## src/cfg_load_pkg.sv

```systemverilog
// Shared constants and types for the configuration loader.
// Assumes a single 200 MHz system clock that samples every pin of the
// parallel port and of the test access port.
package cfg_load_pkg;

  // System clock period and abort busy time.
  localparam int CLK_PERIOD_PS = 5000;
  localparam int ABORT_TIME_NS = 100;
  localparam int ABORT_CYCLES  =
    (ABORT_TIME_NS * 1000 + CLK_PERIOD_PS - 1) / CLK_PERIOD_PS;
  localparam int ABORT_W       = $clog2(ABORT_CYCLES + 1);

  // Configuration bus word and synchronization word default.
  localparam int          WORD_W            = 32;
  localparam logic [31:0] SYNC_WORD_DEFAULT = 32'h5A5A_C3C3;

  // Test access port instruction register and codes.
  localparam int         IR_LEN         = 5;
  localparam logic [4:0] IR_CONFIG_IN   = 5'h05;
  localparam logic [4:0] IR_STARTUP_SEQ = 5'h0C;
  localparam logic [4:0] IR_BYPASS      = 5'h1F;
  localparam logic [4:0] IR_CAPTURE     = 5'h01;
  localparam int         STARTUP_CYCLES_DEFAULT = 12;

  // Mode pin pattern one, zero, don't-care on pins 0, 1, 2.
  localparam logic [2:0] MODE_SCAN_MASK  = 3'h3;
  localparam logic [2:0] MODE_SCAN_VALUE = 3'h1;

  // Byte-wide slave parallel port pins.
  typedef struct packed {
    logic       csN;
    logic       writeN;
    logic [7:0] parallelDataByte;
  } par_pins_t;

  // Test access port input pins.
  typedef struct packed {
    logic tck;
    logic tms;
    logic tdi;
  } tap_pins_t;

  // Every pin sampled by the system clock.
  typedef struct packed {
    logic       configClock;
    par_pins_t  par;
    tap_pins_t  tap;
    logic [2:0] modeSelectPins;
  } pin_sample_t;

  // Pin values after reset: select and write released, clocks low, so
  // that no stage of the synchronizer starts away from the idle level.
  localparam pin_sample_t PIN_IDLE = '{
    configClock: 1'b0,
    par: '{csN: 1'b1, writeN: 1'b1, parallelDataByte: 8'h00},
    tap: '{tck: 1'b0, tms: 1'b0, tdi: 1'b0},
    modeSelectPins: 3'h0};

  // One word on the internal configuration bus.
  typedef struct packed {
    logic              valid;
    logic              fromScan;
    logic [WORD_W-1:0] data;
  } cfg_word_t;

  // Test access port controller states.
  typedef enum logic [15:0] {
    TLR = 16'h0001, RTI = 16'h0002, SEL_DR = 16'h0004, CAP_DR = 16'h0008,
    SH_DR = 16'h0010, EX1_DR = 16'h0020, PA_DR = 16'h0040,
    EX2_DR = 16'h0080, UPD_DR = 16'h0100, SEL_IR = 16'h0200,
    CAP_IR = 16'h0400, SH_IR = 16'h0800, EX1_IR = 16'h1000,
    PA_IR = 16'h2000, EX2_IR = 16'h4000, UPD_IR = 16'h8000
  } tap_state_t;

endpackage : cfg_load_pkg

```

## src/config_load_parallel_jtag.sv

```systemverilog
// Configuration loader: byte-wide slave parallel port plus scan port.
// Assumes all pins come from outside the clk domain; the configuration
// clock and the test clock are sampled and their edges found on clk.
`timescale 1ns/100ps

module config_load_parallel_jtag
  import cfg_load_pkg::*;
#(
  parameter logic [31:0] SYNC_WORD      = cfg_load_pkg::SYNC_WORD_DEFAULT,
  parameter int          STARTUP_CYCLES =
    cfg_load_pkg::STARTUP_CYCLES_DEFAULT
) (
  // Clock and reset.
  input  wire logic                    clk,
  input  wire logic                    rst,
  // Parallel port and mode pins.
  input  wire logic                    configClock,
  input  wire cfg_load_pkg::par_pins_t parPins,
  input  wire logic [2:0]              modeSelectPins,
  output logic                         busy,
  // Test access port.
  input  wire cfg_load_pkg::tap_pins_t tapPins,
  output logic                         tdo,
  output logic                         tdoOeN,
  // Internal configuration bus and status.
  output cfg_load_pkg::cfg_word_t      cfgWord,
  input  wire logic                    cfgReady,
  output logic                         syncLocked,
  output logic                         scanMode,
  output logic                         startupDone
);
  import cfg_load_pkg::*;

  // Refuse startup counts that the counter cannot hold.
  if (STARTUP_CYCLES < 1 || STARTUP_CYCLES > 255) begin : g_bad_startup
    $error("STARTUP_CYCLES must lie between 1 and 255.");
  end

  // Three-stage pin synchronizer with agreement filter.
  pin_sample_t rawIn, sync1, sync2, sync3, filt, next_filt;
  assign rawIn = {configClock, parPins, tapPins, modeSelectPins};

  // A bit changes only once the second and third stages agree.
  always_comb begin
    next_filt = (~(sync2 ^ sync3) & sync3) | ((sync2 ^ sync3) & filt);
  end

  always_ff @(posedge clk or posedge rst) begin
    if (rst) begin
      sync1 <= PIN_IDLE;
      sync2 <= PIN_IDLE;
      sync3 <= PIN_IDLE;
      filt  <= PIN_IDLE;
    end else begin
      sync1 <= rawIn;
      sync2 <= sync1;
      sync3 <= sync2;
      filt  <= next_filt;
    end
  end

  // Edge strobes and sampled pin values.
  logic       linkRise, tckRise, tckFall;
  logic [7:0] byteIn;
  assign linkRise = ~filt.configClock & next_filt.configClock;
  assign tckRise  = ~filt.tap.tck & next_filt.tap.tck;
  assign tckFall  = filt.tap.tck & ~next_filt.tap.tck;
  assign byteIn   = next_filt.par.parallelDataByte;
  assign scanMode = (filt.modeSelectPins & MODE_SCAN_MASK)
                    == MODE_SCAN_VALUE;

  // Parallel port state.
  logic               aligned, next_aligned;
  logic [23:0]        history, next_history;
  logic [1:0]         byteCnt, next_byteCnt;
  logic [ABORT_W-1:0] abortCnt, next_abortCnt;
  logic               abortStart, byteTake, parEmit, tapEmit;
  logic [31:0]        parData, tapData;

  // Busy only for an abort or a word the bus has not yet taken.
  assign busy = (abortCnt != '0) | (cfgWord.valid & ~cfgReady);
  // Select high ignores every clock edge; scan mode locks the port out.
  assign abortStart = linkRise & ~next_filt.par.csN
                      & next_filt.par.writeN & ~scanMode
                      & (abortCnt == '0);
  assign byteTake = linkRise & ~next_filt.par.csN
                    & ~next_filt.par.writeN & ~scanMode & ~busy
                    & ~tapEmit;
  assign syncLocked = aligned;

  // Byte packing, sync search and abort sequencing.
  always_comb begin
    next_aligned  = aligned;
    next_history  = history;
    next_byteCnt  = byteCnt;
    next_abortCnt = abortCnt;
    parEmit       = 1'b0;
    parData       = {history, byteIn};
    if (abortCnt != '0) begin
      next_abortCnt = abortCnt - 1'b1;
    end
    if (abortStart) begin
      next_abortCnt = ABORT_W'(ABORT_CYCLES);
      next_aligned  = 1'b0;
      next_history  = '0;
      next_byteCnt  = '0;
    end else if (byteTake) begin
      next_history = {history[15:0], byteIn};
      if (!aligned) begin
        if ({history, byteIn} == SYNC_WORD) begin
          next_aligned = 1'b1;
          next_byteCnt = '0;
        end
      end else begin
        next_byteCnt = byteCnt + 1'b1;
        parEmit      = (byteCnt == 2'h3);
      end
    end
  end

  always_ff @(posedge clk or posedge rst) begin
    if (rst) begin
      aligned  <= 1'b0;
      history  <= '0;
      byteCnt  <= '0;
      abortCnt <= '0;
    end else begin
      aligned  <= next_aligned;
      history  <= next_history;
      byteCnt  <= next_byteCnt;
      abortCnt <= next_abortCnt;
    end
  end

  // Test access port controller next state.
  function automatic tap_state_t tap_next(tap_state_t s, logic tms);
    case (s)
      TLR:     tap_next = tms ? TLR : RTI;
      RTI:     tap_next = tms ? SEL_DR : RTI;
      SEL_DR:  tap_next = tms ? SEL_IR : CAP_DR;
      CAP_DR:  tap_next = tms ? EX1_DR : SH_DR;
      SH_DR:   tap_next = tms ? EX1_DR : SH_DR;
      EX1_DR:  tap_next = tms ? UPD_DR : PA_DR;
      PA_DR:   tap_next = tms ? EX2_DR : PA_DR;
      EX2_DR:  tap_next = tms ? UPD_DR : SH_DR;
      UPD_DR:  tap_next = tms ? SEL_DR : RTI;
      SEL_IR:  tap_next = tms ? TLR : CAP_IR;
      CAP_IR:  tap_next = tms ? EX1_IR : SH_IR;
      SH_IR:   tap_next = tms ? EX1_IR : SH_IR;
      EX1_IR:  tap_next = tms ? UPD_IR : PA_IR;
      PA_IR:   tap_next = tms ? EX2_IR : PA_IR;
      EX2_IR:  tap_next = tms ? UPD_IR : SH_IR;
      UPD_IR:  tap_next = tms ? SEL_DR : RTI;
      default: tap_next = TLR;
    endcase
  endfunction : tap_next

  // Scan port state.
  tap_state_t        tapState, next_tapState;
  logic [IR_LEN-1:0] irShift, next_irShift, irCur, next_irCur;
  logic [31:0]       drShift, next_drShift;
  logic [4:0]        bitCnt, next_bitCnt;
  logic [7:0]        startCnt, next_startCnt;
  logic              bypassBit, next_bypassBit;
  logic              next_startupDone, next_tdo, next_tdoOeN;

  // Instruction decode, bitstream shifting and startup counting.
  always_comb begin
    next_tapState    = tapState;
    next_irShift     = irShift;
    next_irCur       = irCur;
    next_drShift     = drShift;
    next_bitCnt      = bitCnt;
    next_startCnt    = startCnt;
    next_bypassBit   = bypassBit;
    next_startupDone = startupDone;
    next_tdo         = tdo;
    next_tdoOeN      = tdoOeN;
    tapEmit          = 1'b0;
    tapData          = {drShift[30:0], next_filt.tap.tdi};
    if (tckRise) begin
      next_tapState = tap_next(tapState, next_filt.tap.tms);
      case (tapState)
        TLR:    next_irCur = IR_BYPASS;
        CAP_IR: next_irShift = IR_CAPTURE;
        SH_IR:  next_irShift = {next_filt.tap.tdi, irShift[IR_LEN-1:1]};
        UPD_IR: begin
          next_irCur    = irShift;
          next_bitCnt   = '0;
          next_startCnt = '0;
        end
        CAP_DR: next_bypassBit = 1'b0;
        SH_DR: begin
          if (irCur == IR_CONFIG_IN) begin
            next_drShift = tapData;
            next_bitCnt  = bitCnt + 1'b1;
            tapEmit      = (bitCnt == 5'h1F);
          end else if (irCur == IR_STARTUP_SEQ) begin
            next_startCnt = startCnt + 1'b1;
            if (startCnt == 8'(STARTUP_CYCLES - 1)) begin
              next_startupDone = 1'b1;
            end
          end else begin
            next_bypassBit = next_filt.tap.tdi;
          end
        end
        default: next_irCur = irCur;
      endcase
    end
    // The data output changes on the falling test clock edge.
    if (tckFall) begin
      next_tdoOeN = ~(tapState == SH_IR || tapState == SH_DR);
      if (tapState == SH_IR) begin
        next_tdo = irShift[0];
      end else if (irCur == IR_CONFIG_IN) begin
        next_tdo = drShift[31];
      end else begin
        next_tdo = bypassBit;
      end
    end
  end

  always_ff @(posedge clk or posedge rst) begin
    if (rst) begin
      tapState    <= TLR;
      irShift     <= '0;
      irCur       <= IR_BYPASS;
      drShift     <= '0;
      bitCnt      <= '0;
      startCnt    <= '0;
      bypassBit   <= 1'b0;
      startupDone <= 1'b0;
      tdo         <= 1'b0;
      tdoOeN      <= 1'b1;
    end else begin
      tapState    <= next_tapState;
      irShift     <= next_irShift;
      irCur       <= next_irCur;
      drShift     <= next_drShift;
      bitCnt      <= next_bitCnt;
      startCnt    <= next_startCnt;
      bypassBit   <= next_bypassBit;
      startupDone <= next_startupDone;
      tdo         <= next_tdo;
      tdoOeN      <= next_tdoOeN;
    end
  end

  // Configuration bus word holding register; scan words take priority.
  cfg_word_t next_cfgWord;
  always_comb begin
    next_cfgWord = cfgWord;
    if (cfgWord.valid && cfgReady) begin
      next_cfgWord.valid = 1'b0;
    end
    if (tapEmit) begin
      next_cfgWord = '{valid: 1'b1, fromScan: 1'b1, data: tapData};
    end else if (parEmit) begin
      next_cfgWord = '{valid: 1'b1, fromScan: 1'b0, data: parData};
    end
  end

  always_ff @(posedge clk or posedge rst) begin
    if (rst) begin
      cfgWord <= '0;
    end else begin
      cfgWord <= next_cfgWord;
    end
  end
endmodule : config_load_parallel_jtag

```

## config.mk

```make
export PLATFORM = sky130hd
export DESIGN_NAME = config_load_parallel_jtag
export DESIGN_NICKNAME = d
export VERILOG_FILES = /design/src/cfg_load_pkg.sv /design/src/config_load_parallel_jtag.sv
export SDC_FILE = /design/constraint.sdc
export NUM_CORES = 1
export LEC_CHECK = 0
export BUFFER_PORTS_ARGS = -buffer_cell sky130_fd_sc_hd__buf_2
export CORE_MARGIN = 10
export CORE_UTILIZATION = 50
export CTS_BUF_LIST = sky130_fd_sc_hd__clkbuf_2 sky130_fd_sc_hd__clkbuf_4 sky130_fd_sc_hd__clkbuf_8
export DETAILED_ROUTE_END_ITERATION = 7
export PLACE_DENSITY = 0.68
export SETUP_SLACK_MARGIN = 0.4
export SLEW_MARGIN = 20
export SYNTH_ARGS = -nofsm -noshare
export SYNTH_HDL_FRONTEND = slang
export SYNTH_SLANG_ARGS = --single-unit
```

## constraint.sdc

```tcl
create_clock -name clk -period 10.2 [get_ports clk]
set_input_delay 3.06 -clock clk [delete_from_list [all_inputs] [get_ports clk]]
set_output_delay 3.06 -clock clk [all_outputs]
set_load 0.05 [all_outputs]
```

==> metrics.csv <==
metric,value,unit
gp_congestion,0.884,
arrival,3.71,ns
die_h,150,µm
p_total,1.80,mW
final_common_cell,dfrtp_1,
rsz0062_at_grt,false,
fin_crit,6.77,ns
clock_skew,0.0255,ns
die_w,150,µm
remaining_drc_errors,0,
timing.rr.end,byteCnt[1],
ctsHoldBuffers,0,
crit_required,7.14,ns
p_per_area,187,nW/µm²
cpPeakStageDelay,0.26,ns
cts_made_buffers,36,
cts_resized,0,
syn_to_final_growth,13.1,%
core_area,16600,µm²
finalHoldViolCount,0,
drive_gt1_frac,0.188,
reg2reg_depth,8,
synth.distinct_cells,62,
outcome,finished clean,
nFillCells,1390,
most-common-layout-cells,"dfrtp_1 (190), nand2_1 (126), nor2_1 (58), buf_2 (58), mux2i_1 (49)",
clockBufferDepth,3,
cp_slowest_cell,buf_2,
worstSkewPairLatency,0.53,ns
yosys_warnings,0,
die-area,22600,µm²
report.final.slew_viol_count,0,
clockPowerShare,0.400,
postPlaceCellArea,8940,µm²
first_iter_violations,424,
async_reset_ff_frac,1.00,
setup_viol,0,
fin_setup_tns,0,ns
crit_start,cfgReady,
regToRegSetupSlack,7.18,ns
rows,47,
ff_latch_area,5150,µm²
endpoint,busy,
crit_top_cell,buf_2,
grt_pass1_vias,5964,
end_kind,output port,
io_buffer_count,58,
dp_slack,3.43,ns
crit_chain,buf_2 -> nor2b_1 -> nand2b_1 -> buf_2,
grt_pass1_wl,30200,µm
ys_seq_area_frac,0.605,
swShare,0.261,
grt_usage,0.162,
worstMarginPinSlew,0.938,ns
hold_class,register to register,
path_max_fanout,3,
antenna_left,0,
cts_setup_buffers,0,
synth_area_per_cell,11.1,µm²
dp_hpwl,11600,µm
syn_inst,764,
multi_input_area,3130,µm²
wl,17700,µm
worstReg2RegStart,abortCnt[0],
cts_tree,done,
worst_setup_hold_path_clk_slew,0.06,ns
wl_per_cell,16.6,µm
antenna_found_initial,0,
io_pins,60,
p_switching,0.471,mW
fmax,148,MHz
p_int,1.33,mW
syn_nets,790,
pwr-share-comb,0.096,
final_nets,850,
syn-cell-area,8510,µm²
dr_total_vias,5917,
cts_num_sinks,205,
max_cap_viol_count,0,
finalCritPeriodShare,0.663,
synth-edff-count,0,
dr.pass1.iters,5,
initial_core_util,0.512,
grt_start_max_net_pins,142,
ys_ff_latch,205,
start_kind,input pin,
vdd_drop_max,0.000115,V
final_cell_area,9630,µm²
crit_type,input pin to output port,
leakage,4.25,nW
relSlewSlack,0.366,
power_frac_seq,0.504,
globalRouteOverflowTotal,0,
routed_via_density,5.56,
root_buffer,clkbuf_8,
clock_tree.htree_level_count,2,
fin_ws,3.43,ns
diodes,0,
synth-main-ff-cell,dfrtp_1,
[routing by layer]
layer,track usage,part of all wire
met3,0.0372,0.048
met4,0.0583,0.022
met1,0.209,0.45
met2,0.260,0.48
met5,0,0
[final cells by class]
| class | count | share of cell area |
|---|---|---|
| tap | 220 | 0.0286 |
| multi-input combinational | 504 | 0.325 |
| inverter | 12 | 0.00546 |
| sequential | 205 | 0.535 |
| timing repair buffer | 65 | 0.0356 |
| clock inverter | 6 | 0.00442 |
| clock buffer | 52 | 0.0665 |
[through the flow]
stage                     cells  hold slack [ns]   util
after floorplan             764            0.331      -
after global placement     1006            0.333  0.537
after detailed placement   1006            0.335  0.537
after CTS                  1064            0.342  0.579
after global routing       1064            0.350  0.579
final                      1064            0.340  0.579
[worst max-delay path: cells and delay by family]
kind | cells | cell delay (ns)
simple gates | 2 | 0.29
buf+inv | 2 | 0.36
[worst min path at each step]
| stage | from | end | slack, ns | depth (start not counted) |
|---|---|---|---|---|
| after detailed placement | sync1[0] | sync2[0] | 0.33 | 0 |
| after floorplan | sync1[0] | sync2[0] | 0.33 | 0 |
| final | sync1[9] | sync2[9] | 0.34 | 0 |
| after CTS | sync1[9] | sync2[9] | 0.34 | 0 |
| after global placement | sync1[6] | sync2[6] | 0.33 | 0 |
| after global routing | sync1[16] | sync2[16] | 0.35 | 0 |
[power by group through the flow]
stage | Clock, mW | Combinational (mW) | Sequential, mW
after floorplan | 0 | 0.139 | 0.906
after detailed placement | 0 | 0.172 | 0.922
after global routing | 0.782 | 0.195 | 0.915
after global placement | 0 | 0.162 | 0.918
after CTS | 0.741 | 0.173 | 0.909
final | 0.721 | 0.173 | 0.909
[registers in the layout (all words and copies together), names as in the netlist, 2 cells and up, named ones only]
name and count:
sync2 16, sync3 16, irCur 5, tapState 16, startCnt 8, abortCnt 5, bitCnt 5, cfgWord 34
filt 14, irShift 5, byteCnt 2, sync1 16, drShift 32, history 24
[cell families (layout without fill, tap and decap cells)]
kind of cell,count (synthesis),count (layout),share of synthesized area
AND/OR/NAND/NOR,296,296,0.176
buffers and inverters,55,135,0.0307
XOR/XNOR,8,8,0.00823
AO/OA/AOI/OAI,128,128,0.0932
adder cells (fa/ha/maj),21,21,0.0265
multiplexers,51,51,0.0603
flip-flops,205,205,0.605
[cells in the mapped netlist (3+ instances only)]
cell type / instances / area share
a21oi_1: 42 / 0.025
a22o_1: 12 / 0.012
a2bb2oi_1: 4 / 0.0041
and2_1: 5 / 0.0037
and3_1: 4 / 0.0029
and3b_1: 4 / 0.0041
and4_1: 3 / 0.0031
buf_2: 11 / 0.0065
buf_4: 5 / 0.0044
buf_6: 3 / 0.0040
clkbuf_1: 24 / 0.011
dfrtp_1: 190 / 0.56
dfstp_2: 15 / 0.046
ha_1: 6 / 0.0088
inv_1: 12 / 0.0053
maj3_1: 15 / 0.018
mux2i_1: 49 / 0.058
nand2_1: 126 / 0.056
nand3_1: 13 / 0.0076
nand3b_1: 4 / 0.0035
nand4_1: 9 / 0.0066
nor2_1: 58 / 0.026
nor2b_1: 3 / 0.0022
nor3_1: 10 / 0.0059
nor4_1: 9 / 0.0066
nor4b_1: 6 / 0.0062
o211ai_1: 3 / 0.0026
o21ai_0: 37 / 0.022
o21ai_1: 4 / 0.0024
o31ai_1: 8 / 0.0071
or2_2: 3 / 0.0022
or3_1: 5 / 0.0037
or4_1: 11 / 0.0097
or4b_2: 5 / 0.0059
xnor2_1: 5 / 0.0051
xor2_1: 3 / 0.0031
No activity file was read; power rests on OpenSTA's default activity.
